**src/hdl/xlat_pkg.sv**
```systemverilog
// ***********************************************************************
// shared constants of the address window translator
// ***********************************************************************
package xlat_pkg;
  // widths
  localparam int CPU_AW = 16;          // processor address width
  localparam int BUS_AW = 24;          // system bus address width
  localparam int PAGE_W = 8;           // page register width
  localparam int OFS_W = 12;           // offset inside one 4K page
  localparam int IO_AW = 8;            // processor i/o address width
  localparam int AV_AW = 4;            // avalon byte address width
  // processor i/o ports, offset from the strapped i/o base
  localparam logic [1:0] IO_PAGE0_OFS = 2'h2;
  localparam logic [1:0] IO_PAGE1_OFS = 2'h3;
  // avalon register byte offsets
  localparam logic [3:0] CFG_OFS = 4'h0;
  localparam logic [3:0] PAGE0_OFS = 4'h4;
  localparam logic [3:0] PAGE1_OFS = 4'h8;
  localparam logic [3:0] STATUS_OFS = 4'hC;
  // config register fields
  localparam int CFG_EN_BIT = 0;
  localparam int CFG_TWO_BIT = 1;
  localparam int CFG_MATCH_LSB = 4;
  // status register fields
  localparam int ST_HIT_BIT = 0;
  localparam int ST_PAGE_BIT = 1;
  localparam int ST_CNT_LSB = 16;
  // reset values: window at a000, two pages, translator off
  localparam logic [3:0] STD_MATCH = 4'hA;
  localparam logic STD_TWO_PAGE = 1'b1;
  localparam logic STD_ENABLE = 1'b0;
  localparam logic [7:0] PAGE_RESET = 8'h00;
endpackage : xlat_pkg

```
**src/hdl/xlat_window.sv**
```systemverilog
// The implementer's own choices: the Avalon-MM register port and the address map.
`timescale 1ns/10ps
`default_nettype none
module xlat_window (
  input wire logic clk,
  input wire logic resetn,
  // straps, sampled once after reset release; io_base_strap is decoded live
  input wire logic translator_master_enable_strap,
  input wire logic window_two_page_strap,
  input wire logic window_bit15_match_strap,
  input wire logic window_bit14_match_strap,
  input wire logic window_bit13_match_strap,
  input wire logic window_bit12_match_strap,
  input wire logic [5:0] io_base_strap,
  // processor side
  input wire logic cpu_addr_valid,
  input wire logic [15:0] cpu_addr,
  input wire logic io_write,
  input wire logic [7:0] io_addr,
  input wire logic [7:0] io_wdata,
  // system bus side
  output logic bus_addr_valid,
  output logic [23:0] bus_addr,
  output logic window_hit,
  // avalon-mm register slave
  input wire logic [3:0] avs_address,
  input wire logic avs_read,
  input wire logic avs_write,
  input wire logic [31:0] avs_writedata,
  output logic [31:0] avs_readdata,
  output logic avs_waitrequest
);
  // ***********************************************************************
  // state
  // ***********************************************************************
  typedef struct packed {
    logic strap_done; // straps taken
    logic cfg_en; // master enable
    logic cfg_two; // two-page window
    logic [3:0] cfg_match; // match for address 15..12
    logic out_valid; // bus address valid
    logic [23:0] out_addr; // translated address
    logic out_hit; // last address hit window
    logic out_page; // page used on last hit
    logic [15:0] hit_cnt; // window hits, wraps
    logic ack; // avalon answer cycle
    logic [31:0] rdata; // avalon read data
  } win_state_t;

  win_state_t st_r; // registered state
  win_state_t st_nxt; // next state

  logic [7:0] page0; // page 0 contents
  logic [7:0] page1; // page 1 contents
  logic io_sel; // i/o address in our four ports
  logic io_we0; // processor write to page 0
  logic io_we1; // processor write to page 1
  logic av_req; // avalon request pending
  logic sw_we0; // avalon write to page 0
  logic sw_we1; // avalon write to page 1
  logic hit; // current address in window
  logic sel_page; // current page select
  logic [7:0] sel_val; // selected page contents
  logic [3:0] strap_match; // strapped match value

  // ***********************************************************************
  // processor i/o port decode
  // ***********************************************************************
  // ports are write-only, reads are not decoded at all
  assign io_sel = io_write && (io_addr[7:2] == io_base_strap);
  assign io_we0 = io_sel && (io_addr[1:0] == xlat_pkg::IO_PAGE0_OFS);
  assign io_we1 = io_sel && (io_addr[1:0] == xlat_pkg::IO_PAGE1_OFS);

  // ***********************************************************************
  // avalon decode
  // ***********************************************************************
  // one wait cycle, then the answer; the ack gates the write
  assign av_req = avs_read || avs_write;
  assign avs_waitrequest = av_req && !st_r.ack;
  assign sw_we0 = avs_write && st_r.ack
    && (avs_address == xlat_pkg::PAGE0_OFS);
  assign sw_we1 = avs_write && st_r.ack
    && (avs_address == xlat_pkg::PAGE1_OFS);

  // page registers, one instance each
  xlat_page_reg u_page0 (
    .clk(clk),
    .resetn(resetn),
    .io_we(io_we0),
    .io_data(io_wdata),
    .sw_we(sw_we0),
    .sw_data(avs_writedata[7:0]),
    .page(page0)
  );

  xlat_page_reg u_page1 (
    .clk(clk),
    .resetn(resetn),
    .io_we(io_we1),
    .io_data(io_wdata),
    .sw_we(sw_we1),
    .sw_data(avs_writedata[7:0]),
    .page(page1)
  );

  // ***********************************************************************
  // window compare
  // ***********************************************************************
  assign strap_match = {window_bit15_match_strap, window_bit14_match_strap,
    window_bit13_match_strap, window_bit12_match_strap};

  // two-page mode compares only 15..13, giving an 8K boundary
  always_comb begin
    hit = 1'b0;
    sel_page = 1'b0;
    if (st_r.cfg_en && cpu_addr_valid) begin
      if (st_r.cfg_two) begin
        hit = (cpu_addr[15:13] == st_r.cfg_match[3:1]);
        sel_page = cpu_addr[12];
      end else begin
        hit = (cpu_addr[15:12] == st_r.cfg_match);
      end
    end
  end

  assign sel_val = sel_page ? page1 : page0;

  // ***********************************************************************
  // next state
  // ***********************************************************************
  always_comb begin
    st_nxt = st_r;
    // straps are static; take them on the first edge after release
    if (!st_r.strap_done) begin
      st_nxt.strap_done = 1'b1;
      st_nxt.cfg_en = translator_master_enable_strap;
      st_nxt.cfg_two = window_two_page_strap;
      st_nxt.cfg_match = strap_match;
      if (window_two_page_strap) begin
        st_nxt.cfg_match[0] = 1'b0;
      end
    end
    // translated address, one cycle behind the processor address
    st_nxt.out_valid = cpu_addr_valid;
    st_nxt.out_hit = hit;
    if (hit) begin
      st_nxt.out_addr = {4'h0, sel_val, cpu_addr[11:0]};
      st_nxt.out_page = sel_page;
      st_nxt.hit_cnt = st_r.hit_cnt + 16'h0001;
    end else begin
      st_nxt.out_addr = {8'h00, cpu_addr};
    end
    // avalon answer
    st_nxt.ack = av_req && !st_r.ack;
    st_nxt.rdata = 32'h0000_0000;
    if (avs_read && !st_r.ack) begin
      case (avs_address)
        xlat_pkg::CFG_OFS: begin
          st_nxt.rdata[xlat_pkg::CFG_EN_BIT] = st_r.cfg_en;
          st_nxt.rdata[xlat_pkg::CFG_TWO_BIT] = st_r.cfg_two;
          st_nxt.rdata[xlat_pkg::CFG_MATCH_LSB +: 4] = st_r.cfg_match;
        end
        xlat_pkg::PAGE0_OFS: st_nxt.rdata[7:0] = page0;
        xlat_pkg::PAGE1_OFS: st_nxt.rdata[7:0] = page1;
        xlat_pkg::STATUS_OFS: begin
          st_nxt.rdata[xlat_pkg::ST_HIT_BIT] = st_r.out_hit;
          st_nxt.rdata[xlat_pkg::ST_PAGE_BIT] = st_r.out_page;
          st_nxt.rdata[xlat_pkg::ST_CNT_LSB +: 16] = st_r.hit_cnt;
        end
        default: st_nxt.rdata = 32'h0000_0000; // unmapped reads zero
      endcase
    end
    // software may override the strapped configuration
    if (avs_write && st_r.ack && avs_address == xlat_pkg::CFG_OFS) begin
      st_nxt.cfg_en = avs_writedata[xlat_pkg::CFG_EN_BIT];
      st_nxt.cfg_two = avs_writedata[xlat_pkg::CFG_TWO_BIT];
      st_nxt.cfg_match = avs_writedata[xlat_pkg::CFG_MATCH_LSB +: 4];
      if (avs_writedata[xlat_pkg::CFG_TWO_BIT]) begin
        st_nxt.cfg_match[0] = 1'b0;
      end
    end
  end

  // ***********************************************************************
  // registers
  // ***********************************************************************
  always_ff @(posedge clk or negedge resetn) begin
    if (!resetn) begin
      st_r <= '{
        strap_done: 1'b0,
        cfg_en: xlat_pkg::STD_ENABLE,
        cfg_two: xlat_pkg::STD_TWO_PAGE,
        cfg_match: xlat_pkg::STD_MATCH,
        out_valid: 1'b0,
        out_addr: 24'h00_0000,
        out_hit: 1'b0,
        out_page: 1'b0,
        hit_cnt: 16'h0000,
        ack: 1'b0,
        rdata: 32'h0000_0000
      };
    end else begin
      st_r <= st_nxt;
    end
  end

  assign bus_addr_valid = st_r.out_valid;
  assign bus_addr = st_r.out_addr;
  assign window_hit = st_r.out_hit;
  assign avs_readdata = st_r.rdata;
endmodule : xlat_window
`default_nettype wire

```
**src/hdl/xlat_page_reg.sv**
```systemverilog
`timescale 1ns/10ps
`default_nettype none
// ***********************************************************************
// one relocation page register
// ***********************************************************************
module xlat_page_reg (
  input wire logic clk,
  input wire logic resetn,
  input wire logic io_we,
  input wire logic [7:0] io_data,
  input wire logic sw_we,
  input wire logic [7:0] sw_data,
  output logic [7:0] page
);
  // whole state of this register
  typedef struct packed {
    logic [7:0] page;
  } page_state_t;

  page_state_t st_r; // registered state
  page_state_t st_nxt; // next state

  // processor port write wins over a bus write in the same cycle
  always_comb begin
    st_nxt = st_r;
    if (io_we) begin
      st_nxt.page = io_data;
    end else if (sw_we) begin
      st_nxt.page = sw_data;
    end
  end

  // cleared to the bottom 4K of memory on reset
  always_ff @(posedge clk or negedge resetn) begin
    if (!resetn) begin
      st_r <= '{page: xlat_pkg::PAGE_RESET};
    end else begin
      st_r <= st_nxt;
    end
  end

  assign page = st_r.page;
endmodule : xlat_page_reg
`default_nettype wire

```
**config.mk**
```make
export PLATFORM = sky130hd
export DESIGN_NAME = xlat_window
export DESIGN_NICKNAME = d
export VERILOG_FILES = /design/src/hdl/xlat_pkg.sv /design/src/hdl/xlat_window.sv /design/src/hdl/xlat_page_reg.sv
export SDC_FILE = /design/constraint.sdc
export NUM_CORES = 1
export LEC_CHECK = 0
export ABC_AREA = 1
export BUFFER_PORTS_ARGS = -buffer_cell sky130_fd_sc_hd__buf_2
export CAP_MARGIN = 20
export CORE_MARGIN = 10
export CORE_UTILIZATION = 45
export CTS_BUF_LIST = sky130_fd_sc_hd__clkbuf_8
export DETAILED_ROUTE_END_ITERATION = 8
export GPL_TIMING_DRIVEN = 0
export HOLD_SLACK_MARGIN = 0.12
export PLACE_DENSITY_LB_ADDON = 0.25
export SETUP_SLACK_MARGIN = 0.2
export SYNTH_ARGS = -nofsm -noshare
export SYNTH_HDL_FRONTEND = slang
export SYNTH_HIERARCHICAL = 1
export SYNTH_SLANG_ARGS = --single-unit
```
**constraint.sdc**
```tcl
create_clock -name clk -period 3.5 [get_ports clk]
set_input_delay 0.7 -clock clk [delete_from_list [all_inputs] [get_ports clk]]
set_output_delay 0.7 -clock clk [all_outputs]
set_load 0.01 [all_outputs]
```
==> flow_summary.ini, run 1 <==
[layout]
utilization_pct = 56.1
drive_gt1_share_pct = 32.2
antenna_cells = 0
layout.nets = 758
area_delta_synth_final_pct = 22.0
nFillCells = 925

[drt]
drc_errors = 0
dr.first_iter.drc_count = 201
vias_per_cell = 4.64
routedWlPerCell_um = 13.6
dr_total_vias = 3746
drt-pass1-iter-count = 4
routed_wl_mm = 10.9
ant_nets = 0

[yosys]
synth_top_area_share_pct = 46.8
synth_cell_types = 33
synth_cells = 540
synth.area.top_cells = dfrtp_1 (47%), nand2_1 (15%), buf_4 (9.7%), nand3_1 (5.9%), inv_1 (3.1%)
ys.flop_type = dfrtp_1
ys_seq_area_share_pct = 48.5
avgSynthCellArea_sq_um = 8.33
synth-edff-count = 0
syn_area_sq_mm = 0.00450
synth_area_leader_cell = dfrtp_1
synthArstFlopShare_pct = 100
yosysWarningCount = 6
synth.most_common_cell = nand2_1
synth_seq_cells = 87
synth_commonest_cells = nand2_1 (182), dfrtp_1 (84), buf_4 (58)

[grt]
global_route.overflow_total = 0
grtUsageTotal_pct = 15.4
grt_max_degree = 57
grt_pass1_wl_mm = 18.1
grt_pass1_vias = 3781
antenna_found_initial = 0

[critical_path]
worstPathMaxFanout = 3
crit_slowest_cell = buf_2
cp-start-kind = input pin
cp.arrival_ns = 1.13
critical_path_class = in2out
max_stage_delay_ns = 0.15
end_kind = primary output
cp.required_ns = 2.80
path_cells = buf_2, nor2_1, nor2_1, buf_2

[clock_tree]
path_clk_slew_ns = 0.08
cts-root-buf = clkbuf_8
cts_resized = 0
cts_buffer_depth = 2
clk_latency_ns = 0.37
cts_setup_buffers = 0
numCtsBuffers = 9
cts_tree = built
postCtsHoldBufs = 0
cts-htree-levels = 3
clock_sinks = 87

[floorplanning]
start_util_pct = 46.0
core_sq_mm = 0.00977
pin_count = 145
die-height_um = 120
die_area_sq_mm = 0.0144
die_w_um = 120
num_rows = 36

[timing]
finalSetupViolCount = 0
rsz0062_at_grt = no
timing.fmax_mhz = 548
fin_skew_ns = 0.0170
tightest_slew_ns = 0.563
setup-tns-final_ns = 0
final_hold_viol_count = 0
fin_crit_ns = 1.83
finalCritPeriodShare_pct = 52.2
slew_violations = 0
relSlewSlack_pct = 62.5

[place]
hpwlAfterDp_mm = 8.55
gp_congestion = 0.859
port-buffer-count = 108

[pwr]
p_sw_share_pct = 27.0
power_frac_seq_pct = 51.8
intPower_uw = 1640
pwr-share-clk_pct = 34.1
power.density_mw_per_mm2 = 409
p_leak_uw = 0.00293
comb_power_share_pct = 14.0
switchingPower_uw = 606
vdd_drop_max_mv = 0.200

[worst_hold_path]
hold_class = in2async

[job]
maxCapViolCount = 0

[outcome]
status = completed
-- through the flow --
step | setup WS (ns) | instance area, sq um | instances | hold slack, ns | power [uW]
global route | 1.61 | 5480 | 807 | 0.277 | 2360
detailed placement | 1.58 | 5270 | 793 | 0.487 | 1500
finish | 1.67 | 5480 | 807 | 0.259 | 2240
global placement | 1.01 | 5240 | 792 | 0.485 | 1480
floorplan | 1.84 | 4540 | 551 | 0.404 | 1350
CTS | 1.67 | 5480 | 807 | 0.271 | 2260
-- per-layer routing --
metal	up-vias	share of wire, %	global-route usage [%]
met3	22	6.3	4.64
met5	-	0	0
met2	113	49	25.7
met4	0	3.0	8.07
met1	1712	42	17.5
li1	1899	-	-
-- final timing paths --
| check | start | endpoint | slack, ns | depth (start not counted) |
|---|---|---|---|---|
| setup reg to reg | st_r[32] | avs_readdata[29] | 2.03 | 4 |
| setup / recovery | avs_write | avs_waitrequest | 1.67 | 4 |
| hold / removal | resetn | st_r[41] | 0.26 | 1 |
| max in group asynchronous | resetn | st_r[80] | 2.58 | 2 |
| min in group clk | cpu_addr[3] | bus_addr[3] | 0.44 | 1 |
| hold reg to reg | st_r[48] | st_r[48] | 0.51 | 2 |
-- sequential cells by signal, indices dropped and copies added, names as in the netlist --
signal,flops
st_r,25
avs_readdata,24
bus_addr,20
u_page0/page,8
u_page1/page,8
bus_addr_valid,1
window_hit,1
-- critical path, delay by kind of cell --
| family | cells | cell delay, ns |
|---|---|---|
| buf+inv | 2 | 0.27 |
| simple gates | 2 | 0.15 |
-- area by class of cell --
class                           count  area (sq um)  share of cell area (%)
Inverter                           43           161                    2.94
Timing Repair Buffer              109           571                    10.4
Clock buffer                       10           138                    2.51
Tap cell                          133           166                    3.03
Multi-Input combinational cell    353          1670                    30.4
Sequential cell                    87          2180                    39.8
Buffer                             68           526                    9.58
Clock inverter                      4          72.6                    1.32
-- power groups by stage --
stage / combinational [uW] / sequential [uW] / clock, uW
after global placement: 301 / 1180 / 0
after global routing: 360 / 1170 / 832
after CTS: 319 / 1160 / 784
final: 314 / 1160 / 765
after detailed placement: 318 / 1180 / 0
after floorplan: 195 / 1150 / 0
-- cell families (layout without fill, tap and decap cells) --
logic type | Yosys count | in the layout | share of synthesized area, %
other | 2 | 13 | 0.167
buffers and inverters | 111 | 234 | 15.3
and+or+nand+nor | 301 | 301 | 30.2
AOI/OAI and AO/OA | 29 | 29 | 3.84
adders and majority gates | 1 | 1 | 0.278
DFF | 87 | 87 | 48.5
xor gates and xnor gates | 9 | 9 | 1.75
-- placed cells by master (no fill, tap or decap) --
cell       Yosys  layout
nand4_1        4       4
o211ai_1       4       4
o21ai_1        3       3
xor2_1         4       4
buf_16         0       1
nor4_1         1       1
buf_8          1       1
inv_1         37      38
o21ai_0       14      14
clkbuf_8       0      10
clkbuf_1       1       1
nand3_1       53      53
nor3_1        13      13
nor2_1        27      27
conb_1         2      13
nand3_2        3       3
a21oi_1        2       2
inv_2          6       6
buf_4         58      59
nand3b_1       1       1
dfrtp_1       84      84
buf_2          3     110
nand2_2        2       2
nor2_2         1       1
dfstp_2        3       3
clkinv_4       0       1
nor3b_1        5       5
ha_1           1       1
nand2_1      182     182
a21oi_2        4       4
nor3_4         1       1
buf_6          5       5
xnor2_1        5       5
nand4_4        1       1
o22ai_1        2       2
bufinv_16      0       2
nor2_4         7       7
Note: power is estimated with default switching activity, not from simulation.
==> run 2, diff against run 1 <==
ABC_AREA = 0   (was 1)
clock period = 1.7 ns   (was 3.5 ns; I/O delays follow)
==> flow_summary.ini, run 2 <==
[critical_path]
path_buf_inv = 1
cp.arrival_ns = 2.04
timing.rr.start = st_r[79]
cp.required_ns = 1.98
path_depth = 6
cp-start-kind = flop
reg2reg_slack_ns = -0.06
crit_path_start = st_r[79]
crit_family = simple AND/OR/NAND/NOR gates
reg2reg_depth = 6
end_kind = flop
critical_path_class = reg2reg
max_stage_delay_ns = 0.57
crit_slowest_cell = dfstp_2
worstPathMaxFanout = 10
path_cells = xnor2_2, nand2_1, or3_4, buf_4, nor3_2, xor2_1

[pwr]
p_leak_uw = 0.00295
vdd_drop_max_mv = 0.567
power.density_mw_per_mm2 = 922

[clock_tree]
cts_tree = built
cts_buffer_depth = 2
cts-htree-levels = 3
numCtsBuffers = 9
path_clk_slew_ns = 0.08
cts-root-buf = clkbuf_8
clk_latency_ns = 0.35
clock_sinks = 87

[timing]
slew_violations = 0
timing.fmax_mhz = 568
final.setup.worst_slack_ns = -0.0619
finalCritPeriodShare_pct = 104
relSlewSlack_pct = 60.3
fin_skew_ns = 0.00557
tightest_slew_ns = 0.595
rsz0062_at_grt = yes
finalSetupViolCount = 8
fin_crit_ns = 1.76
setup-tns-final_ns = -0.199
final_hold_viol_count = 0

[worst_hold_path]
hold_depth = 3
hold_class = in2reg
hp-start = io_wdata[5]

[layout]
top_register = st_r
drive_gt1_share_pct = 43.5
nFillCells = 729
utilization_pct = 62.3
final_cell_mix = buf_2 (108), dfrtp_1 (84), buf_4 (66), mux2i_1 (33), nand2_1 (32)
layout.nets = 613
largest_reg_flops = 25
area_delta_synth_final_pct = 33.3
final_cells = 639
layout_commonest_cell = buf_2
antenna_cells = 0

[yosys]
syn_area_sq_mm = 0.00412
avgSynthCellArea_sq_um = 11.0
ys.flop_type = dfrtp_1
synth.area.top_cells = dfrtp_1 (51%), buf_4 (10%), mux2i_1 (8.0%), xor2_1 (3.0%), nand2_1 (2.9%)
yosysWarningCount = 6
synth_area_leader_cell = dfrtp_1
synth_top_area_share_pct = 51.0
synth-edff-count = 0
synth_commonest_cells = dfrtp_1 (84), buf_4 (56), mux2i_1 (33)
synth_cells = 373
synth.most_common_cell = dfrtp_1
ys_seq_area_share_pct = 52.9
synthArstFlopShare_pct = 100
synth_cell_types = 34
synth_seq_cells = 87

[drt]
drc_errors = 0
routedWlPerCell_um = 15.2
ant_nets = 0
drt-pass1-iter-count = 4
vias_per_cell = 4.72
dr_total_vias = 3014
dr.first_iter.drc_count = 116
routed_wl_mm = 9.74

[grt]
grt_pass1_vias = 3178
global_route.overflow_total = 0
antenna_found_initial = 0
grtUsageTotal_pct = 14.8
grt_pass1_wl_mm = 15.5
grt_max_degree = 73

[floorplanning]
die_w_um = 116
start_util_pct = 46.8
die-height_um = 116
core_sq_mm = 0.00881
pin_count = 145
die_area_sq_mm = 0.0134
num_rows = 34

[place]
hpwlAfterDp_mm = 7.27
port-buffer-count = 108
dp_cells = 601
gp_congestion = 0.845
place_ws_ns = -0.203

[outcome]
status = finished with violations
violations = setup timing

[job]
maxCapViolCount = 0
-- run 2: changes by cell type in the layout (fill, tap and decap cells not counted), moves of 12 or more --
cell / before / now
and2_1: 0 / 12
dlygate4sd3_1: 0 / 14
inv_1: 38 / 6
mux2i_1: 0 / 33
nand2_1: 182 / 32
nand3_1: 53 / 3
o21ai_1: 3 / 17
-- run 2: path summary, 6_finish.rpt --
kind	end
setup / recovery	st_r[37]
hold / removal	u_page1/page[5]
setup reg to reg	st_r[37]
hold reg to reg	st_r[48]
max in group asynchronous	avs_readdata[27]
min in group asynchronous	u_page0/page[6]
-- run 2: metrics by stage --
step	hold slack (ns)	power, uW	area (sq um)
after floorplan	0.0444	2810	4200
after global placement	0.437	3060	4880
after detailed placement	0.218	3100	4910
after CTS	0.198	5090	5410
after global routing	0.204	5270	5490
final	0.214	5060	5490
-- run 2: timing repair --
item	4_1_cts	5_1_grt
endpoints found under the setup margin	37	54
hold buffers	14	0
setup buffers	4	4
resized for setup	14	17
endpoints found under the hold margin	28	0
pin swaps	0	5
-- run 2: final cells by class --
class                           count  area, sq um  area share [%]
Tap cell                          108          135            2.46
Multi-Input combinational cell    220         1560            28.4
Clock buffer                       11          151            2.76
Buffer                             70          537            9.78
Clock inverter                      5          128            2.33
Timing Repair Buffer              131          771            14.0
Inverter                            7         28.8           0.524
Sequential cell                    87         2180            39.7
-- run 2: where the power goes --
| part | switching [uW] | internal (uW) |
|---|---|---|
| clock | 722 | 1200 |
| combinational | 335 | 365 |
| sequential | 176 | 2250 |
-- run 2: worst min-delay path, cell delays in order --
cell and delay [ns]:
buf_2 0.09, nand2_1 0.05, o21ai_1 0.06
-- run 2: cell families after synthesis --
kind of cell               Yosys count  synth area share [%]
and+or+nand+nor                    111                  14.7
DFF                                 87                  52.9
buffers and inverters               77                  13.1
AOI/OAI and AO/OA                   35                  4.37
muxes                               35                  9.11
xor gates and xnor gates            25                  5.32
other                                2                 0.182
adders and majority gates            1                 0.304
-- run 2: per-layer routing --
metal	up-vias	global-route usage (%)	routed length, um
met5	-	0	0
met2	108	24.8	4680
met3	14	4.39	711
li1	1468	-	-
met4	0	5.59	171
met1	1424	17.6	4180
==> run 3, diff against run 2 <==
SYNTH_HIERARCHICAL = not set   (was 1)
==> flow_summary.ini, run 3 <==
[floorplanning]
num_rows = 34
die_area_sq_mm = 0.0134
core_sq_mm = 0.00881
pin_count = 145
start_util_pct = 46.9
die-height_um = 116
die_w_um = 116

[drt]
ant_nets = 0
vias_per_cell = 4.63
dr_total_vias = 2840
drt-pass1-iter-count = 4
dr.first_iter.drc_count = 74
routed_wl_mm = 9.08
routedWlPerCell_um = 14.8
drc_errors = 0

[critical_path]
end_kind = flop
reg2reg_depth = 6
critical_path_class = reg2reg
cp.required_ns = 1.93
cp.arrival_ns = 1.81
cp-start-kind = flop
worstPathMaxFanout = 10

[layout]
antenna_cells = 0
area_delta_synth_final_pct = 30.8
final_cell_area_sq_mm = 0.00540
final_cells = 614
nFillCells = 736
layout.nets = 588
top_register = st_r
largest_reg_flops = 25
final_cell_mix = buf_2 (106), dfrtp_1 (84), buf_4 (68), nor2_1 (25), mux2_2 (22)
layout_commonest_cell = buf_2
multiInputGateArea_sq_mm = 0.00161
drive_gt1_share_pct = 51.0
seq_area_sq_mm = 0.00218

[grt]
use_met1_pct = 15.0
grt_pass1_wl_mm = 14.5
antenna_found_initial = 0
use_met3_pct = 4.03
grt_pass1_vias = 3033
busiest_layer = met2
grt_max_degree = 63
global_route.overflow_total = 0
grtUsageTotal_pct = 13.5
gr-usage-met2_pct = 24.2

[yosys]
synth_seq_cells = 87
synth-edff-count = 0
syn_area_sq_mm = 0.00413
synth_cells = 349
avgSynthCellArea_sq_um = 11.8
synthArstFlopShare_pct = 100
synth.area.top_cells = dfrtp_1 (51%), buf_4 (11%), mux2_2 (6.8%), xnor2_1 (4.5%), mux2i_1 (4.4%)
ys_seq_area_share_pct = 52.9
ys.flop_type = dfrtp_1
synth_commonest_cells = dfrtp_1 (84), buf_4 (59), nor2_1 (27)
synth_area_leader_cell = dfrtp_1
synth_cell_types = 33
yosysWarningCount = 0
synth.most_common_cell = dfrtp_1
synth_top_area_share_pct = 50.9

[clock_tree]
cts-root-buf = clkbuf_8
numCtsBuffers = 9
cts_tree = built
clk_latency_ns = 0.35
cts_buffer_depth = 2
path_clk_slew_ns = 0.09
cts-htree-levels = 3
clock_sinks = 87

[timing]
rsz0062_at_grt = yes
fin_skew_ns = 0.0121
finalCritPeriodShare_pct = 92.8
timing.fmax_mhz = 634
fin_crit_ns = 1.58
final_hold_viol_count = 0
slew_violations = 0
finalSetupViolCount = 0

[outcome]
status = completed

[worst_hold_path]
hold_depth = 1
hold_class = in2reg

[place]
port-buffer-count = 106
gp_congestion = 0.781
dp_cells = 575
place_area_sq_mm = 0.00493
hpwlAfterDp_mm = 7.00

[job]
maxCapViolCount = 0

[pwr]
vdd_drop_max_mv = 0.535
p_leak_uw = 0.00285
power.density_mw_per_mm2 = 856
==> run 3: changes by cell type after synthesis, moves of 5 or more <==
cell     before  now
o21ai_0       5    0
mux2_4        0    8
and2_1       13   18
nand4_1       3    8
o21ai_1      16    0
nand2_1      32    8
mux2i_1      33   18
xor2_1       14    4
mux2_2        0   25
nor3_1       10    0
xnor2_1      11   21
and3_1        0    6
==> run 3: power breakdown <==
part	leakage [uW]	switching, uW	internal [uW]
combinational	0.00164	371	520
sequential	0.00113	154	2260
clock	0.0000866	766	546
==> run 3: final timing paths <==
check,from,end,slack [ns]
min,cpu_addr_valid,bus_addr_valid,0.14
max reg2reg,st_r[79],st_r[46],0.12
min reg2reg,st_r[32],st_r[32],0.47
max in group asynchronous,resetn,st_r[77],0.61
max,st_r[79],st_r[46],0.12
min in group asynchronous,resetn,u_page1.page[3],0.45
==> run 3: what timing repair did <==
| item | 4_1_cts | 5_1_grt |
|---|---|---|
| gates resized for setup | 14 | 10 |
| hold endpoints to repair | 37 | 0 |
| hold buffers | 13 | 0 |
| buffers inserted | 9 | 1 |
| pin swaps | 6 | 5 |
| setup endpoints to repair | 48 | 50 |
==> run 3: cells by family after synthesis <==
group,synth area share [%]
DFF,52.9
and+or+nand+nor,11.8
muxes,15.2
AOI/OAI and AO/OA,2.30
other,0.182
xor gates and xnor gates,5.31
adders and majority gates,0.303
buffers and inverters,12.1
==> run 3: cell type report <==
cell class                      count  share of cell area (%)
Buffer                             68                    9.41
Tap cell                          108                    2.50
Inverter                            3                   0.209
Clock buffer                        9                    2.30
Sequential cell                    87                    40.4
Clock inverter                      7                    1.02
Timing Repair Buffer              130                    14.4
Multi-Input combinational cell    202                    29.8
==> run 3: routing by layer <==
metal,vias up,share of wire (%)
met4,0,1.4
met2,70,53
met5,-,0
met1,1350,40
met3,10,6.6
li1,1410,-
==> run 3: worst max-delay path, cell delays in order (launching register included) <==
cell and delay, ns:
dfstp_2 0.57, xnor2_2 0.12, nand2_2 0.09, nor3_4 0.23, buf_6 0.20, nand4_1 0.11
xnor2_1 0.14
==> run 3: stage by stage <==
step                      utilization [%]  hold slack (ns)  TNS, ns  power (uW)  setup slack [ns]
after floorplan                         -           0.0444        0        2970            0.0627
after global placement               55.6            0.430   -39.65        3210            -0.418
after detailed placement             56.0            0.281    -6.23        3260            -0.246
after CTS                            60.8            0.128        0        4640             0.111
after global routing                 61.3            0.140        0        4890            0.0203
final                                61.3            0.141        0        4620             0.122
